`config.mk`:
```
export PLATFORM = sky130hd
export DESIGN_NAME = high_side_switch_control
export DESIGN_NICKNAME = d
export VERILOG_FILES = /design/src/design/hss_pkg.sv /design/src/design/high_side_switch_control.sv
export SDC_FILE = /design/constraint.sdc
export NUM_CORES = 1
export LEC_CHECK = 0
export BUFFER_PORTS_ARGS = -buffer_cell sky130_fd_sc_hd__buf_2
export CAP_MARGIN = 20
export CORE_ASPECT_RATIO = 0.7
export CORE_MARGIN = 5
export CORE_UTILIZATION = 45
export CTS_CLUSTER_DIAMETER = 100
export DETAILED_ROUTE_END_ITERATION = 7
export SYNTH_ARGS = -nofsm -noshare
export SYNTH_HDL_FRONTEND = slang
export SYNTH_SLANG_ARGS = --single-unit
```
`constraint.sdc`:
```
create_clock -name core_clk -period 2.7 [get_ports core_clk]
set_input_delay 0.27 -clock core_clk [delete_from_list [all_inputs] [get_ports core_clk]]
set_output_delay 0.27 -clock core_clk [all_outputs]
set_load 0.02 [all_outputs]
```
`src/design/hss_pkg.sv`:
```
// constants, encodings and carrier types for the high-side switch control block
// assumes a single 250 MHz core clock shared by the register port and all logic
package hss_pkg;

   // clock and filter timing
   localparam int CLK_PERIOD_NS = 4;
   localparam int OC_FILTER_NS  = 16000;
   localparam int OC_FILTER_CYC = OC_FILTER_NS / CLK_PERIOD_NS;
   localparam int OC_CNT_W      = 12;
   localparam int OL_FILTER_NS  = 64000;
   localparam int OL_FILTER_CYC = OL_FILTER_NS / CLK_PERIOD_NS;

   // pwm timebase: 256 steps per period at the slow frequency
   localparam int PWM_BASE_HZ  = 200;
   localparam int PWM_STEPS    = 256;
   localparam int PWM_TICK_CYC = 1000000000 / (CLK_PERIOD_NS * PWM_BASE_HZ * PWM_STEPS);

   // register byte offsets
   localparam logic [7:0] OFS_CTRL_A     = 8'h00;
   localparam logic [7:0] OFS_CTRL_B     = 8'h04;
   localparam logic [7:0] OFS_DUTY1      = 8'h08;
   localparam logic [7:0] OFS_DUTY2      = 8'h0c;
   localparam logic [7:0] OFS_FREQ       = 8'h10;
   localparam logic [7:0] OFS_SUPPLY_CFG = 8'h14;
   localparam logic [7:0] OFS_OC_STAT    = 8'h18;
   localparam logic [7:0] OFS_OL_STAT    = 8'h1c;
   localparam logic [7:0] OFS_SUPPLY_ST  = 8'h20;

   // field positions
   localparam int CTRL_FIELD_STRIDE = 4;
   localparam int SUP_OV_DIS_BIT    = 0;
   localparam int SUP_UV_DIS_BIT    = 1;
   localparam int SUP_REC_BIT       = 2;

   // output source codes
   localparam logic [2:0] SRC_OFF    = 3'h0;
   localparam logic [2:0] SRC_ON     = 3'h1;
   localparam logic [2:0] SRC_TIMER1 = 3'h2;
   localparam logic [2:0] SRC_TIMER2 = 3'h3;
   localparam logic [2:0] SRC_PWM1   = 3'h4;
   localparam logic [2:0] SRC_PWM2   = 3'h5;

   // values after reset
   localparam logic [7:0] DUTY_RESET = 8'h00;
   localparam logic [1:0] FREQ_RESET = 2'h0;

   typedef enum logic [4:0] {
      MODE_NORMAL   = 5'h01,
      MODE_STOP     = 5'h02,
      MODE_SLEEP    = 5'h04,
      MODE_RESTART  = 5'h08,
      MODE_FAILSAFE = 5'h10
   } mode_e;

   typedef struct packed {
      logic       ov;
      logic       uv;
      logic [3:0] oc;
      logic [3:0] ol;
   } sense_s;

endpackage

```
`src/design/high_side_switch_control.sv`:
```
// four high-side switch drivers with pwm generators, supply and load protection
// assumes sbc_mode, timer1 and timer2 come from core_clk logic; sense inputs are asynchronous
//
// Implementation choices: the register offsets and the plain strobed port.
`timescale 1ns/1ns
`default_nettype none

module high_side_switch_control
   import hss_pkg::*;
#(
   parameter int OL_FILTER_CYCLES = OL_FILTER_CYC,
   parameter int PWM_TICK_CYCLES  = PWM_TICK_CYC
) (
   // clock and reset
   input  wire logic        core_clk,
   input  wire logic        resetn,
   // register port
   input  wire logic [7:0]  reg_addr,
   input  wire logic [31:0] reg_wdata,
   input  wire logic        reg_wr,
   input  wire logic        reg_rd,
   output logic      [31:0] reg_rdata,
   // chip mode and timer levels
   input  wire mode_e       sbc_mode,
   input  wire logic        timer1,
   input  wire logic        timer2,
   // analog comparator levels
   input  wire sense_s      sense_async,
   // switch drive
   output logic      [3:0]  high_side_output
);

   localparam int OL_W  = $clog2(OL_FILTER_CYCLES + 1);
   localparam int PRE_W = $clog2(PWM_TICK_CYCLES + 1);

   function automatic logic addr_hit(input logic [7:0] a, input logic [7:0] ofs);
      addr_hit = (a == ofs);
   endfunction

   function automatic logic cfg_writable(input mode_e m);
      case (m)
         MODE_NORMAL: cfg_writable = 1'b1;
         default:     cfg_writable = 1'b0;
      endcase
   endfunction

   function automatic logic forced_off_mode(input mode_e m);
      case (m)
         MODE_RESTART:  forced_off_mode = 1'b1;
         MODE_FAILSAFE: forced_off_mode = 1'b1;
         default:       forced_off_mode = 1'b0;
      endcase
   endfunction

   function automatic logic source_level(input logic [2:0] src, input logic t1,
                                         input logic t2, input logic [1:0] pwm);
      case (src)
         SRC_ON:     source_level = 1'b1;
         SRC_TIMER1: source_level = t1;
         SRC_TIMER2: source_level = t2;
         SRC_PWM1:   source_level = pwm[0];
         SRC_PWM2:   source_level = pwm[1];
         default:    source_level = 1'b0;
      endcase
   endfunction

   // state
   sense_s     sense_meta;
   sense_s     sense_sync;
   mode_e      prev_mode;
   logic [2:0] cfg [4];
   logic [7:0] duty_gen [2];
   logic [1:0] gen_frequency_select;
   logic       overvolt_shutdown_cfg;
   logic       undervolt_shutdown_cfg;
   logic       supply_fault_recovery_en;
   logic [3:0] output_overcurrent_flag;
   logic [3:0] open_load_flag;
   logic       switch_supply_overvolt_flag;
   logic       switch_supply_undervolt_flag;

   // decode
   logic        cfg_open;
   logic        forced_off;
   logic        entering_forced;
   logic        supply_trip;
   logic        supply_clear;
   logic [1:0]  wr_ctrl;
   logic        wr_duty1;
   logic        wr_duty2;
   logic        wr_freq;
   logic        wr_supply_cfg;
   logic [3:0]  clr_oc;
   logic [3:0]  clr_ol;
   logic [1:0]  clr_supply;
   logic [1:0]  pwm_out;
   logic [3:0]  oc_trip;
   logic [3:0]  ol_trip;
   logic [3:0]  next_output;
   logic [31:0] rd_value;

   // the first stage feeds only the second
   always_ff @(posedge core_clk or negedge resetn) begin
      if (!resetn) begin
         sense_meta <= '0;
         sense_sync <= '0;
      end else begin
         sense_meta <= sense_async;
         sense_sync <= sense_meta;
      end
   end

   always_ff @(posedge core_clk or negedge resetn) begin
      if (!resetn) begin
         prev_mode <= MODE_NORMAL;
      end else begin
         prev_mode <= sbc_mode;
      end
   end

   assign cfg_open        = cfg_writable(sbc_mode);
   assign forced_off      = forced_off_mode(sbc_mode);
   assign entering_forced = forced_off & ~forced_off_mode(prev_mode);
   assign supply_trip     = (sense_sync.ov & ~overvolt_shutdown_cfg)
                          | (sense_sync.uv & ~undervolt_shutdown_cfg);
   assign supply_clear    = supply_trip & ~supply_fault_recovery_en;

   assign wr_ctrl[0]    = reg_wr & cfg_open & addr_hit(reg_addr, OFS_CTRL_A);
   assign wr_ctrl[1]    = reg_wr & cfg_open & addr_hit(reg_addr, OFS_CTRL_B);
   assign wr_duty1      = reg_wr & cfg_open & addr_hit(reg_addr, OFS_DUTY1);
   assign wr_duty2      = reg_wr & cfg_open & addr_hit(reg_addr, OFS_DUTY2);
   assign wr_freq       = reg_wr & cfg_open & addr_hit(reg_addr, OFS_FREQ);
   assign wr_supply_cfg = reg_wr & cfg_open & addr_hit(reg_addr, OFS_SUPPLY_CFG);
   assign clr_oc     = (reg_wr & addr_hit(reg_addr, OFS_OC_STAT)) ? reg_wdata[3:0] : 4'h0;
   assign clr_ol     = (reg_wr & addr_hit(reg_addr, OFS_OL_STAT)) ? reg_wdata[3:0] : 4'h0;
   assign clr_supply = (reg_wr & addr_hit(reg_addr, OFS_SUPPLY_ST)) ? reg_wdata[1:0] : 2'h0;

   // hardware clears beat a software write in the same cycle
   always_ff @(posedge core_clk or negedge resetn) begin
      if (!resetn) begin
         for (int i = 0; i < 4; i++) begin
            cfg[i] <= SRC_OFF;
         end
      end else begin
         for (int i = 0; i < 4; i++) begin
            if (entering_forced | supply_clear | oc_trip[i]) begin
               cfg[i] <= SRC_OFF;
            end else if (wr_ctrl[i / 2]) begin
               cfg[i] <= reg_wdata[(i % 2) * CTRL_FIELD_STRIDE +: 3];
            end
         end
      end
   end

   always_ff @(posedge core_clk or negedge resetn) begin
      if (!resetn) begin
         duty_gen[0]              <= DUTY_RESET;
         duty_gen[1]              <= DUTY_RESET;
         gen_frequency_select     <= FREQ_RESET;
         overvolt_shutdown_cfg    <= 1'b0;
         undervolt_shutdown_cfg   <= 1'b0;
         supply_fault_recovery_en <= 1'b0;
      end else begin
         if (wr_duty1) begin
            duty_gen[0] <= reg_wdata[7:0];
         end
         if (wr_duty2) begin
            duty_gen[1] <= reg_wdata[7:0];
         end
         if (wr_freq) begin
            gen_frequency_select <= reg_wdata[1:0];
         end
         if (wr_supply_cfg) begin
            overvolt_shutdown_cfg    <= reg_wdata[SUP_OV_DIS_BIT];
            undervolt_shutdown_cfg   <= reg_wdata[SUP_UV_DIS_BIT];
            supply_fault_recovery_en <= reg_wdata[SUP_REC_BIT];
         end
      end
   end

   // flags: a set in the clearing cycle survives
   always_ff @(posedge core_clk or negedge resetn) begin
      if (!resetn) begin
         output_overcurrent_flag      <= 4'h0;
         open_load_flag               <= 4'h0;
         switch_supply_overvolt_flag  <= 1'b0;
         switch_supply_undervolt_flag <= 1'b0;
      end else begin
         output_overcurrent_flag <= oc_trip | (output_overcurrent_flag & ~clr_oc);
         open_load_flag          <= ol_trip | (open_load_flag & ~clr_ol);
         switch_supply_overvolt_flag  <= sense_sync.ov
                                       | (switch_supply_overvolt_flag & ~clr_supply[0]);
         switch_supply_undervolt_flag <= sense_sync.uv
                                       | (switch_supply_undervolt_flag & ~clr_supply[1]);
      end
   end

   // pwm generators; the step counter never stops, so a new assignment starts mid-period
   for (genvar g = 0; g < 2; g++) begin : gen_pwm
      logic [PRE_W-1:0] pre;
      logic [7:0]       step;
      logic [PRE_W-1:0] limit;
      logic             tick;

      assign limit = gen_frequency_select[g] ? PRE_W'(PWM_TICK_CYCLES / 2)
                                             : PRE_W'(PWM_TICK_CYCLES);
      assign tick  = (pre >= limit - PRE_W'(1));

      always_ff @(posedge core_clk or negedge resetn) begin
         if (!resetn) begin
            pre  <= '0;
            step <= 8'h00;
         end else begin
            pre  <= tick ? '0 : pre + PRE_W'(1);
            step <= tick ? step + 8'h01 : step;
         end
      end

      assign pwm_out[g] = (step < duty_gen[g]);
   end

   // per-output protection filters, active in every mode
   for (genvar i = 0; i < 4; i++) begin : gen_out
      logic [OC_CNT_W-1:0] oc_cnt;
      logic [OL_W-1:0]     ol_cnt;
      logic                oc_active;
      logic                ol_active;

      assign oc_active  = high_side_output[i] & sense_sync.oc[i];
      assign ol_active  = high_side_output[i] & sense_sync.ol[i];
      assign oc_trip[i] = oc_active & (oc_cnt == OC_CNT_W'(OC_FILTER_CYC - 1));
      assign ol_trip[i] = ol_active & (ol_cnt == OL_W'(OL_FILTER_CYCLES - 1));

      always_ff @(posedge core_clk or negedge resetn) begin
         if (!resetn) begin
            oc_cnt <= '0;
            ol_cnt <= '0;
         end else begin
            oc_cnt <= (oc_active & ~oc_trip[i]) ? oc_cnt + OC_CNT_W'(1) : '0;
            ol_cnt <= (ol_active & ~ol_trip[i]) ? ol_cnt + OL_W'(1) : ol_cnt;
            if (!ol_active) begin
               ol_cnt <= '0;
            end
         end
      end

      // with recovery enabled the field is kept, so drive resumes when the fault ends
      assign next_output[i] = source_level(cfg[i], timer1, timer2, pwm_out)
                            & ~forced_off
                            & ~supply_trip
                            & ~oc_trip[i];
   end

   always_ff @(posedge core_clk or negedge resetn) begin
      if (!resetn) begin
         high_side_output <= 4'h0;
      end else begin
         high_side_output <= next_output;
      end
   end

   // register read path
   assign rd_value =
      addr_hit(reg_addr, OFS_CTRL_A)     ? {25'h0, cfg[1], 1'b0, cfg[0]} :
      addr_hit(reg_addr, OFS_CTRL_B)     ? {25'h0, cfg[3], 1'b0, cfg[2]} :
      addr_hit(reg_addr, OFS_DUTY1)      ? {24'h0, duty_gen[0]} :
      addr_hit(reg_addr, OFS_DUTY2)      ? {24'h0, duty_gen[1]} :
      addr_hit(reg_addr, OFS_FREQ)       ? {30'h0, gen_frequency_select} :
      addr_hit(reg_addr, OFS_SUPPLY_CFG) ? {29'h0, supply_fault_recovery_en,
                                            undervolt_shutdown_cfg, overvolt_shutdown_cfg} :
      addr_hit(reg_addr, OFS_OC_STAT)    ? {28'h0, output_overcurrent_flag} :
      addr_hit(reg_addr, OFS_OL_STAT)    ? {28'h0, open_load_flag} :
      addr_hit(reg_addr, OFS_SUPPLY_ST)  ? {30'h0, switch_supply_undervolt_flag,
                                            switch_supply_overvolt_flag} :
                                           32'h0;

   always_ff @(posedge core_clk or negedge resetn) begin
      if (!resetn) begin
         reg_rdata <= 32'h0;
      end else begin
         reg_rdata <= reg_rd ? rd_value : 32'h0;
      end
   end
endmodule

`default_nettype wire

```
== Word level (Yosys, flattened, before mapping) ==
Cells that the tools add are included.

* Reductions and logical operators: 7
* Mux-type cells: 44
* $lt $le $gt $ge: 4
* Bitwise operators: 82
* Add/subtract/negate cells: 14
* Equality and inequality tests: 45

{| class="wikitable"
|+ Operators with widths
! operator !! count
|-
| $mux W14 || 8
|-
| $add A14 B1 Y14 const B || 4
|-
| $eq A14 B14 Y1 const B || 4
|-
| $and A1 B1 Y1 || 52
|-
| $mux W13 || 4
|-
| $add A12 B1 Y12 const B || 4
|-
| $eq A12 B12 Y1 const B || 4
|-
| $mux W12 || 4
|-
| $mux W8 || 5
|-
| $eq A8 B5 Y1 const B || 4
|-
| $add A13 B1 Y13 const B || 2
|-
| $ge A13 B13 Y1 || 2
|-
| $sub A13 B1 Y13 const B || 2
|-
| $eq A3 B2 Y1 const B || 8
|-
| $eq A3 B3 Y1 const B || 8
|-
| $mux W3 || 8
|-
| $mux W4 || 6
|-
| $pmux W1 S5 || 4
|-
| $add A8 B1 Y8 const B || 2
|-
| $eq A8 B4 Y1 const B || 2
|-
| $lt A8 B8 Y1 || 2
|-
| $not A1 Y1 || 16
|-
| $eq A3 B1 Y1 const B || 4
|-
| $eq A5 B4 Y1 const B || 2
|-
| other kinds (14) || 35
|}

* Register bits after elaboration: 226
* Bits of input ports: 61
* Output and inout bits: 36
* Logic and storage cells: 233

== Longest topological paths before layout ==
Gate-level depths: netlist (run 1).

* Depth in word-level cells: 11
* Mapped depth: 8
* Depth with buffers taken out: 7

== Worst setup path before layout (run 1) ==
OpenSTA, ideal clock, no wires.

* Path kind: reg2reg
* From: register gen_frequency_select[1]
* To: register gen_pwm[1].pre[10]
* Path slack: 0.733 ns
* Data arrival time: 1.895 ns
* Stages on the path, launching flop included: 9
* Required time: 2.628 ns
* Period minus slack after synthesis: 1.967 ns
* Path through: dfrtp_1 > inv_1 > ha_1 > nor4b_1 > o21ai_0 > a211o_1 > clkbuf_1 > clkbuf_1 > nor2_1

* Cells in the longest elaborated chain, start to end: 4

{| class="wikitable"
|+ Ends and longest elaborated chain
! item !! RTL line !! RTL
|-
| from (decl) || high_side_switch_control.sv:73 || <nowiki>logic [1:0] gen_frequency_select;</nowiki>
|-
| from (signal assigned) || high_side_switch_control.sv:171 || <nowiki>gen_frequency_select <= reg_wdata[1:0];</nowiki>
|-
| $mux W13 || high_side_switch_control.sv:205 || <nowiki>assign limit = gen_frequency_select[g] ? PRE_W'(PWM_TICK_CYCLES / 2)</nowiki>
|-
| $sub A13 B1 Y13 || high_side_switch_control.sv:207 || <nowiki>assign tick = (pre >= limit - PRE_W'(1));</nowiki>
|-
| $ge A13 B13 Y1 || high_side_switch_control.sv:207 ||
|-
| $mux W13 || high_side_switch_control.sv:214 || <nowiki>pre <= tick ? '0 : pre + PRE_W'(1);</nowiki>
|-
| to (signal assigned) || high_side_switch_control.sv:214 ||
|-
| to (decl) || high_side_switch_control.sv:200 || <nowiki>logic [PRE_W-1:0] pre;</nowiki>
|}

Every way passes these cells.
A chain may end at the register's enable or synchronous reset.

== Final worst setup path (run 1) ==
* From: register gen_pwm[1].step[5]
* To: register high_side_output[0]

* Cells in the longest elaborated chain, start to end: 5

{| class="wikitable"
|+ Ends and longest elaborated chain
! item !! RTL line !! RTL
|-
| from (decl) || high_side_switch_control.sv:201 || <nowiki>logic [7:0] step;</nowiki>
|-
| from (signal assigned) || high_side_switch_control.sv:215 || <nowiki>step <= tick ? step + 8'h01 : step;</nowiki>
|-
| $lt A8 B8 Y1 || high_side_switch_control.sv:219 || <nowiki>assign pwm_out[g] = (step < duty_gen[g]);</nowiki>
|-
| $pmux W1 S5 || high_side_switch_control.sv:57 || <nowiki>case (src)</nowiki>
|-
| $and A1 B1 Y1 || high_side_switch_control.sv:249 || <nowiki>& ~forced_off</nowiki>
|-
| $and A1 B1 Y1 || high_side_switch_control.sv:250 || <nowiki>& ~supply_trip</nowiki>
|-
| $and A1 B1 Y1 || high_side_switch_control.sv:251 || <nowiki>& ~oc_trip[i];</nowiki>
|-
| net next_output[0] || high_side_switch_control.sv:99 || <nowiki>logic [3:0] next_output;</nowiki>
|-
| to (signal assigned) || high_side_switch_control.sv:258 || <nowiki>high_side_output <= next_output;</nowiki>
|-
| to (decl) || high_side_switch_control.sv:30 || <nowiki>output logic [3:0] high_side_output</nowiki>
|}

The timed path passes the listed nets, and every way through them passes these cells.

==> results of run 1 <==
worst max-delay path, delay by kind of cell, from the launching register on:
family | cells | cell delay (ns)
AOI/OAI and AO/OA | 4 | 1.12
DFF | 1 | 0.43
adders and majority gates | 1 | 0.33
and+or+nand+nor | 1 | 0.21
final timing paths:
kind | end
min in group asynchronous | gen_out[0].oc_cnt[8]
max in group asynchronous | gen_pwm[0].pre[8]
min | duty_gen[13]
max reg2reg | high_side_output[0]
max | high_side_output[0]
min reg2reg | sense_sync[9]
where the power goes:
part           total (mW)  internal, mW  switching (mW)
Sequential           3.42          3.41          0.0104
Clock                3.34          2.01            1.33
Combinational       0.237        0.0676           0.169
Total                7.00          5.49            1.51
cell usage after synthesis, drive strengths merged, types with 12 or more instances:
| library cell | n |
|---|---|
| o21ai | 37 |
| a21oi | 27 |
| and3 | 25 |
| xor2 | 62 |
| nor4 | 12 |
| mux2i | 22 |
| nand2 | 75 |
| ha | 40 |
| clkbuf | 13 |
| nand4 | 35 |
| nor2 | 145 |
| inv | 39 |
| xnor2 | 48 |
| nor3 | 37 |
| nand3 | 50 |
| mux2 | 21 |
| buf | 29 |
| dfrtp | 225 |
flip-flops by register name (all words and copies together) (netlist names), 5 cells and up:
signal	cells
gen_out.oc_cnt	48
gen_out.ol_cnt	56
reg_rdata	8
gen_pwm.step	16
gen_pwm.pre	26
duty_gen	16
cfg	12
prev_mode	5
sense_sync	10
sense_meta	10
layout make-up:
type	instances	area [sq um]
clock inverter	5	81.3
multi-input combinational	789	5150
timing repair buffer	79	551
clock buffer	35	713
fill	2238	11800
sequential	226	5660
inverter	39	146
tap	325	407
antenna	3	7.51
through the flow:
step	std cells	hold WS, ns	cell area [sq um]	total power, mW
after global routing	1499	0.0307	12700	7.27
after floorplan	1096	-0.0256	11200	3.58
final	1501	0.0398	12700	7.00
after global placement	1441	0.286	11700	3.70
after CTS	1498	0.0232	12700	7.10
after detailed placement	1441	0.290	11700	3.70
routing by layer:
metal  share of wire [%]  track usage (%)  routed length (microns)
met5                   0                0                        0
met4                 1.8             3.37                      434
met3                 4.2             3.25                      993
met2                  42             24.2                     9990
met1                  52             27.3                    12200
cells by family after synthesis:
family / count (synthesis)
other cells: 1
xor+xnor: 110
mux: 46
flops: 226
buf+inv: 81
compound gates: 122
simple gates: 447
fa+ha+maj: 40
==> flow_summary_export.csv, run 1 <==
group,metric,value,unit
timing,tns,0,ns
outcome,outcome,"finished clean",
global_routing,gr-total-overflow,0,
min_path,worstHoldStart,"reg_wdata[5]",
global_routing,grt_pass1_vias,7478,
floorplan,top_level_ports,97,
worst_setup_path,cp-start-kind,"flop",
worst_setup_path,r2r_slack,0.52,ns
logic_synthesis,synth.area.top_cells,"dfrtp_1 (51%), nor2_1 (4.9%), xor2_1 (4.9%), ha_1 (4.5%), xnor2_1 (3.8%)",
floorplan,rows,48,
cts,htree_levels,1,
logic_synthesis,syn_avg_cell_area,10.4,sq um
logic_synthesis,synth_top_area_share,50.6,%
routing,drt_iter0_drc,412,
global_routing,grt_pass1_wl,39400,microns
logic_synthesis,synth_top_family_by_area,"simple AND/OR/NAND/NOR gates",
worst_setup_path,max_stage_delay,0.45,ns
worst_setup_path,critPathMaxFanout,4,
worst_setup_path,worstSetupPathType,"flop to flop",
cts,post_cts_buffers,0,
finish,drive_gt1_share,11.8,%
timing,setup_viol,0,
routing,drtPass1Iterations,5,
floorplan,initial_core_util,45.4,%
cts,cts_tree,"yes",
logic_synthesis,ys_warn_count,0,
logic_synthesis,seq_area_frac_synth,50.8,%
logic_synthesis,ys_ff_latch,226,
cts,cts_resized,0,
timing,period_share,80.6,%
worst_setup_path,critical_path.cell_chain,"ha_1 -> and4_1 -> a2111oi_0 -> o31a_1 -> o21ai_0 -> a21oi_1",
timing,finalClockSkew,0.0199,ns
cts,clock_latency,0.53,ns
logic_synthesis,synth-simple-area-share,20.5,%
power,p_leak,5.64,nW
min_path,hp-class,"input port to flop",
placement,port_buffers,48,
timing,slew_violations,0,
logic_synthesis,synth_fa_ha_area_share,4.50,%
worst_setup_path,cp-end-kind,"flop",
routing,viasPerCell,5.23,
cts,cts_buffer_depth,3,
logic_synthesis,ys_types,68,
worst_setup_path,required,3.13,ns
routing,vias,7853,
routing,post_drt_wl_per_cell,15.7,microns
logic_synthesis,synth_compound_area_share,6.86,%
finish,layout_common_cells,"dfrtp_1 (225), nor2_1 (145), nand2_1 (75), xor2_1 (62), nand3_1 (50)",
finish,layout.nets,1260,
global_routing,antenna_found_initial,1,
placement,place_congestion,0.834,
power,power.density,551,nW/um^2
floorplan,die_h,142,microns
logic_synthesis,synth_area_leader_cell,"dfrtp_1",
min_path,hold_depth,2,
cts,cts_hold_buf,17,
timing,period_minus_slack,2.18,ns
logic_synthesis,synth_xor_area_share,8.66,%
timing,layout_setup_ws,0.522,ns
timing,hold_viol_final,0,
finish,utilization,51.9,%
worst_setup_path,crit_arrival,2.61,ns
power,max-vdd-ir-drop,0.000460,V
cts,cts-buffers-inserted,24,
placement,pre_cts_ws,0.500,ns
worst_setup_path,r2r_start,"gen_pwm[1].step[5]",
finish,syn2layout_area_growth,14.2,%
placement,dpl.hpwl,16600,microns
logic_synthesis,synth-async-reset-ratio,100,%
timing,maxSlewHeadroom,43.7,%
logic_synthesis,syn_inst,1073,
timing,fmax,0.459,GHz
floorplan,die_area,28000,sq um
routing,drc,0,
cts,clkTransAtPathRegs,0.06,ns
logic_synthesis,muxShareOfSynthArea,4.95,%
floorplan,core,24500,sq um
global_routing,grt_use_total,17.1,%
floorplan,fp.dieW,198,microns
worst_setup_path,slowest_stage,"a2111oi_0",
logic_synthesis,synth_edf_count,0,
cts,clock_sinks,226,
job,drv_cap,0,
finish,final_common_cell,"dfrtp_1",
worst_setup_path,crit_path_start,"gen_pwm[1].step[5]",
cts,root_buffer,"clkbuf_16",
timing,rsz0062_at_grt,"false",
logic_synthesis,synth_flop_cell,"dfrtp_1",
worst_setup_path,r2r_cells,6,
routing,wl,23600,microns
routing,final_antenna_net_count,0,
global_routing,grt_max_degree,76,
logic_synthesis,syn_area,11100,sq um
timing,worst_pin_slew,0.844,ns
Note: power is estimated with default switching activity, not from simulation.
==> run 2: changes to the inputs <==
--- a/config.mk
+++ b/config.mk
@@ -5,6 +5,7 @@
 export SDC_FILE = /design/constraint.sdc
 export NUM_CORES = 1
 export LEC_CHECK = 0
+export ABC_AREA = 1
 export BUFFER_PORTS_ARGS = -buffer_cell sky130_fd_sc_hd__buf_2
 export CAP_MARGIN = 20
 export CORE_ASPECT_RATIO = 0.7
@@ -12,6 +13,7 @@
 export CORE_UTILIZATION = 45
 export CTS_CLUSTER_DIAMETER = 100
 export DETAILED_ROUTE_END_ITERATION = 7
+export PLACE_DENSITY = 0.65
 export SYNTH_ARGS = -nofsm -noshare
 export SYNTH_HDL_FRONTEND = slang
 export SYNTH_SLANG_ARGS = --single-unit
==> constraint.sdc (replaced) <==
create_clock -name core_clk -period 2 [get_ports core_clk]
set_input_delay 0.2 -clock core_clk [delete_from_list [all_inputs] [get_ports core_clk]]
set_output_delay 0.2 -clock core_clk [all_outputs]
set_load 0.02 [all_outputs]
==> run 2 against run 1 <==
  * Clock power grew 34%
  * Cell area is 3.9% higher
  * Final cell count grew 21%
  * Flip-flop and latch count did not move
  * Die area increased by 2.4%
  * Routed wire length increased by 6.7%
  * Synthesized cell count increased by 28%
  * Setup slack lost 0.44 ns
  * Power up 34%
==> flow_summary_export.csv, run 2 <==
group,metric,value,unit
global_routing,busiest_layer,"met1",
logic_synthesis,synth_common_cells,"nand2_1 (273), dfrtp_1 (225), inv_1 (197)",
routing,drc,0,
power,power.density,711,nW/um^2
worst_setup_path,r2r_start,"gen_frequency_select[0]",
floorplan,die_area,28700,sq um
routing,wl,25200,microns
global_routing,antenna_found_initial,0,
worst_setup_path,cp-end-kind,"flop",
cts,htree_levels,1,
floorplan,top_level_ports,97,
timing,period_share,95.9,%
routing,final_antenna_net_count,0,
cts,cts_tree,"yes",
placement,pre_cts_ws,-0.0318,ns
global_routing,grt_max_degree,68,
logic_synthesis,syn_area,11400,sq um
cts,root_buffer,"clkbuf_16",
timing,worst_pin_slew,0.701,ns
routing,vias,9120,
worst_setup_path,cp-start-kind,"flop",
logic_synthesis,ys_types,45,
cts,cts_buffer_depth,3,
power,p_sw_share,21.3,%
global_routing,grt_pass1_vias,8496,
timing,finalClockSkew,0.00891,ns
finish,drive_gt1_share,9.77,%
finish,utilization,53.2,%
routing,viasPerCell,5.01,
logic_synthesis,synth_area_leader_cell,"dfrtp_1",
worst_setup_path,worstSetupEndpoint,"gen_pwm[0].step[6]",
global_routing,grt_use_total,17.5,%
worst_setup_path,cpMostUsedCell,"nand2_1",
global_routing,met1_usage,26.5,%
logic_synthesis,synth_flop_cell,"dfrtp_1",
logic_synthesis,synth_top_area_share,49.3,%
worst_setup_path,r2r_end,"gen_pwm[0].step[6]",
cts,clkTransAtPathRegs,0.07,ns
placement,port_buffers,48,
global_routing,use_met3,3.36,%
placement,place_congestion,0.859,
floorplan,die_h,143,microns
worst_setup_path,crit_arrival,2.32,ns
cts,clock_sinks,226,
finish,largest_register_ffs,56,
job,drv_cap,0,
min_path,hp-class,"input port to flop",
global_routing,met2_usage,26.3,%
timing,fmax,0.522,GHz
finish,final_area,13200,sq um
worst_setup_path,required,2.40,ns
floorplan,rows,48,
logic_synthesis,synth_edf_count,0,
power,p_switching,2.00,mW
worst_setup_path,critical_path.cell_chain,"inv_2 -> ha_1 -> nand2_1 -> nor4_1 -> o21bai_2 -> nand3_2 -> nand2_1 -> xor2_1",
worst_setup_path,max_stage_delay,0.45,ns
outcome,outcome,"finished clean",
logic_synthesis,synth_top_family_by_area,"simple AND/OR/NAND/NOR gates",
finish,diodes,0,
logic_synthesis,yosysMostFrequentCell,"nand2_1",
power,power.share.combinational,3.3,%
timing,slew_violations,0,
worst_setup_path,r2r_cells,8,
power,clockPowerShare,47.5,%
logic_synthesis,ys_ff_latch,226,
logic_synthesis,synth_compound_area_share,10.4,%
worst_setup_path,worstSetupPathType,"flop to flop",
logic_synthesis,synth_fa_ha_area_share,4.38,%
power,p_leak,6.21,nW
timing,layout_setup_ws,0.0825,ns
global_routing,grt_pass1_wl,42200,microns
logic_synthesis,syn_avg_cell_area,8.32,sq um
finish,syn2layout_area_growth,15.6,%
floorplan,fp.dieW,200,microns
timing,maxSlewHeadroom,52.8,%
finish,top_regs,"gen_out.ol_cnt x56, gen_out.oc_cnt x48, gen_pwm.pre x26",
logic_synthesis,syn_inst,1372,
logic_synthesis,seq_area_frac_synth,49.5,%
cts,clock_latency,0.52,ns
timing,hold_viol_final,0,
global_routing,gr-total-overflow,0,
logic_synthesis,synth-simple-area-share,23.9,%
routing,drtPass1Iterations,5,
logic_synthesis,synth_xor_area_share,2.99,%
routing,drt_iter0_drc,574,
floorplan,core,24800,sq um
logic_synthesis,muxShareOfSynthArea,0,%
timing,period_minus_slack,1.92,ns
power,power.internal,7.39,mW
logic_synthesis,ys_warn_count,0,
worst_setup_path,crit_path_start,"gen_frequency_select[0]",
worst_setup_path,slowest_stage,"dfrtp_2",
logic_synthesis,synth-async-reset-ratio,100,%
finish,layout.nets,1583,
cts,cts-buffers-inserted,23,
logic_synthesis,synth.area.top_cells,"dfrtp_1 (49%), nand2_1 (9.0%), inv_1 (6.5%), o21ai_0 (4.6%), nor2_1 (4.6%)",
finish,largest-register,"gen_out.ol_cnt",
power,max-vdd-ir-drop,0.000549,V
placement,dpl.hpwl,18200,microns
finish,fillers,2284,
finish,layout_common_cells,"nand2_1 (272), dfrtp_1 (223), inv_1 (195), nor2_1 (138), o21ai_0 (105)",
floorplan,initial_core_util,46.0,%
worst_setup_path,r2r_slack,0.08,ns
routing,post_drt_wl_per_cell,13.8,microns
timing,setup_viol,0,
timing,hold_ws,0.0375,ns
power,total_power,9.39,mW
power,p_seq_share,49.2,%
placement,place_area,12200,sq um
finish,final_common_cell,"nand2_1",
worst_setup_path,critPathMaxFanout,5,
run 2: changes by cell type after synthesis, moves of 26 or more:
cell / change
nand2_1: +198
inv_1: +158
o21ai_0: +69
a21oi_1: +44
xnor2_1: -41
xor2_1: -30
nor3_1: +26
run 2: what timing repair did:
item                                    in CTS  in global routing
pin swaps                                    0                  3
hold endpoints to repair                   244                  0
gates resized for setup                      1                 13
setup buffers                                0                  4
hold buffers                                18                  0
cloned                                       0                  1
endpoints found under the setup margin       6                 38
run 2: worst min path at each step:
stage	start	end	slack, ns	depth (start not counted)
2_1_floorplan	resetn	cfg[0]	-0.1	0
3_3_place_gp	resetn	gen_out[0].ol_cnt[8]	0.09	1
3_5_place_dp	resetn	gen_out[0].ol_cnt[8]	0.09	1
4_1_cts	reg_wdata[5]	duty_gen[5]	0.02	3
5_1_grt	reg_wdata[5]	duty_gen[13]	0.05	3
6_report	reg_wdata[5]	duty_gen[5]	0.04	3
run 2: through the flow:
stage / setup TNS [ns] / instances
after CTS: 0 / 1815
after detailed placement: -0.0700 / 1759
after global placement: 0 / 1759
after global routing: -0.316 / 1820
after floorplan: 0 / 1395
final: 0 / 1820
run 2: area by class of cell:
| cell class | count | area [sq um] | share of cell area (%) |
|---|---|---|---|
| clock buffer | 29 | 618 | 4.68 |
| clock inverter | 9 | 151 | 1.15 |
| inverter | 198 | 743 | 5.63 |
| multi-input combinational | 935 | 4900 | 37.1 |
| sequential | 226 | 5660 | 42.9 |
| tap | 325 | 407 | 3.08 |
| timing repair buffer | 98 | 721 | 5.46 |
run 2: worst max-delay path, delay by kind of cell (launching register included):
kind                       cells  cell delay [ns]
AOI/OAI and AO/OA              1             0.21
adders and majority gates      1             0.30
xor gates and xnor gates       1             0.15
DFF                            1             0.45
buffers and inverters          1             0.09
and+or+nand+nor                4             0.62
run 2: cell families (layout without fill, tap and decap cells):
kind of cell | after synthesis | after routing
simple gates | 614 | 615
buf+inv | 235 | 334
flops | 226 | 226
compound gates | 217 | 217
fa+ha+maj | 40 | 40
xor+xnor | 39 | 39
other cells | 1 | 24
run 2: layer usage:
layer | part of all wire, % | wire length, microns
met3 | 4.9 | 1230
met5 | 0 | 0
met1 | 51 | 12900
met4 | 2.0 | 510
met2 | 42 | 10600
run 2: power by group through the flow:
stage	Combinational [mW]	Sequential (mW)	Clock (mW)
after floorplan	0.133	4.70	0
after global placement	0.285	4.70	0
after detailed placement	0.289	4.70	0
after CTS	0.317	4.62	4.58
after global routing	0.355	4.62	4.77
final	0.311	4.62	4.46
==> run 3: changes to the inputs <==
==> constraint.sdc (replaced) <==
create_clock -name core_clk -period 2 [get_ports core_clk]
set_input_delay 0.4 -clock core_clk [delete_from_list [all_inputs] [get_ports core_clk]]
set_output_delay 0.4 -clock core_clk [all_outputs]
set_load 0.02 [all_outputs]
==> run 3 against run 2 <==
  * Die area is the same
  * Clock skew is 0.0021 ns higher
  * Fmax is 1.0% higher
  * Global-route usage about the same
  * Cell area rose by 0.11%
  * Worst hold slack improved by 0.00074 ns
  * Via count hardly changed
  * Core utilization grew 0.060 points
  * First-iteration DRC count down 0.70%
  * Critical path type unchanged
==> flow_summary_export.csv, run 3 (synthesis gave the netlist of run 2 again) <==
group,metric,value,unit
timing,worst_pin_slew,0.669,ns
finish,syn2layout_area_growth,15.8,%
finish,diodes,0,
finish,largest-register,"gen_out.ol_cnt",
floorplan,initial_core_util,46.0,%
timing,setup_viol,0,
finish,top_regs,"gen_out.ol_cnt x56, gen_out.oc_cnt x48, gen_pwm.pre x26",
worst_setup_path,crit_arrival,2.31,ns
timing,finalClockSkew,0.0110,ns
floorplan,die_area,28700,sq um
worst_setup_path,critPathMaxFanout,4,
global_routing,grt_pass1_vias,8547,
worst_setup_path,r2r_slack,0.10,ns
routing,post_drt_wl_per_cell,13.8,microns
worst_setup_path,r2r_cells,8,
cts,root_buffer,"clkbuf_16",
power,p_leak,6.20,nW
worst_setup_path,required,2.41,ns
placement,port_buffers,48,
timing,maxSlewHeadroom,54.9,%
finish,multi_input_area,4930,sq um
worst_setup_path,cp-end-kind,"flop",
timing,layout_setup_ws,0.102,ns
routing,drt_iter0_drc,570,
routing,drtPass1Iterations,5,
timing,slew_violations,0,
worst_setup_path,cp-start-kind,"flop",
floorplan,fp.dieW,200,microns
timing,fmax,0.527,GHz
finish,final_cells,1824,
routing,final_antenna_net_count,0,
outcome,outcome,"finished clean",
job,drv_cap,0,
floorplan,die_h,143,microns
timing,period_minus_slack,1.90,ns
finish,drive_gt1_share,9.94,%
power,max-vdd-ir-drop,0.000711,V
finish,largest_register_ffs,56,
power,power.density,702,nW/um^2
placement,dpl.hpwl,18300,microns
floorplan,core,24800,sq um
routing,wl,25200,microns
global_routing,gr-total-overflow,0,
min_path,hold_path_end,"prev_mode[1]",
placement,dp_cells,1765,
min_path,worstHoldStart,"sbc_mode[1]",
finish,layout_common_cells,"nand2_1 (272), dfrtp_1 (223), inv_1 (196), nor2_1 (138), o21ai_0 (105)",
finish,layout.nets,1584,
finish,fillers,2265,
timing,hold_viol_final,0,
cts,cts-buffers-inserted,24,
cts,cts_buffer_depth,3,
routing,drc,0,
placement,place_congestion,0.867,
global_routing,antenna_found_initial,0,
worst_setup_path,r2r_end,"high_side_output[2]",
finish,final_common_cell,"nand2_1",
cts,clock_latency,0.53,ns
global_routing,grt_pass1_wl,42100,microns
floorplan,rows,48,
routing,viasPerCell,5.00,
worst_setup_path,crit_path_start,"duty_gen[13]",
global_routing,grt_max_degree,58,
worst_setup_path,worstSetupPathType,"flop to flop",
finish,final_area,13200,sq um
finish,utilization,53.3,%
routing,vias,9125,
min_path,hold_depth,1,
floorplan,top_level_ports,97,
cts,clkTransAtPathRegs,0.06,ns
placement,pre_cts_ws,0.0529,ns
worst_setup_path,r2r_start,"duty_gen[13]",
cts,cts_tree,"yes",
global_routing,grt_use_total,17.5,%
placement,place_area,12200,sq um
cts,clock_sinks,226,
finish,seqCellArea,5660,sq um
power,total_power,9.28,mW
timing,period_share,94.9,%
cts,htree_levels,1,
min_path,hp-class,"input port to flop",
## run 3: changes by cell type in the layout (fill, tap and decap cells not counted), sizes merged
cell | before | now
buf | 80 | 84
bufinv | 4 | 1
clkbuf | 29 | 37
clkinv | 4 | 2
clkinvlp | 1 | 2
dlygate4sd3 | 18 | 14
## run 3: layer usage
| layer | GRT usage, % | up-vias | part of all wire, % |
|---|---|---|---|
| met5 | 0 | - | 0 |
| met4 | 4.67 | 0 | 2.3 |
| met3 | 3.34 | 42 | 4.6 |
| met2 | 26.0 | 189 | 42 |
| met1 | 26.5 | 4230 | 51 |
| li1 | - | 4664 | - |
## run 3: critical path: stages, from the launching register on
cell	delay [ns]
dfrtp_1	0.37
inv_1	0.09
ha_1	0.32
a21oi_1	0.15
nor3_1	0.06
a211oi_1	0.27
buf_4	0.20
nand3_1	0.06
a21oi_1	0.27
## run 3: through the flow
| stage | hold WS (ns) | TNS, ns |
|---|---|---|
| after detailed placement | 0.335 | 0 |
| after floorplan | 0.104 | 0 |
| after CTS | 0.0165 | 0 |
| final | 0.0383 | 0 |
| after global placement | 0.334 | 0 |
| after global routing | 0.0267 | -0.000728 |
## run 3: how the worst max path moves through the flow
stage / to / slack [ns] / cells after the start
2_1_floorplan: gen_pwm[1].pre[3] / 0.26 / 8
3_3_place_gp: gen_pwm[0].step[0] / 0.09 / 9
3_5_place_dp: gen_pwm[1].step[2] / 0.05 / 10
4_1_cts: gen_pwm[1].step[2] / 0.04 / 10
5_1_grt: gen_pwm[1].step[2] / -0.0007 / 10
6_report: high_side_output[2] / 0.10 / 8
## run 3: final cells by class
class                   count  share of cell area (%)
inverters                 198                    5.62
repair buffers             98                    5.38
clock inverters             5                   0.416
flip-flops and latches    226                    42.8
clock buffers              37                    5.38
multi-input cells         935                    37.3
well taps                 325                    3.08
## run 3: repair_timing
item / CTS / global route
setup buffers: 0 / 2
setup endpoints to repair: 0 / 34
hold endpoints to repair: 63 / 0
gates resized for setup: 0 / 16
hold buffers: 14 / 0
## run 3: power breakdown
part           switching [mW]  leakage, nW  total, mW  internal [mW]
clock network            1.78        0.369       4.35           2.56
logic                   0.226         2.82      0.310         0.0843
registers              0.0144         3.02       4.62           4.61
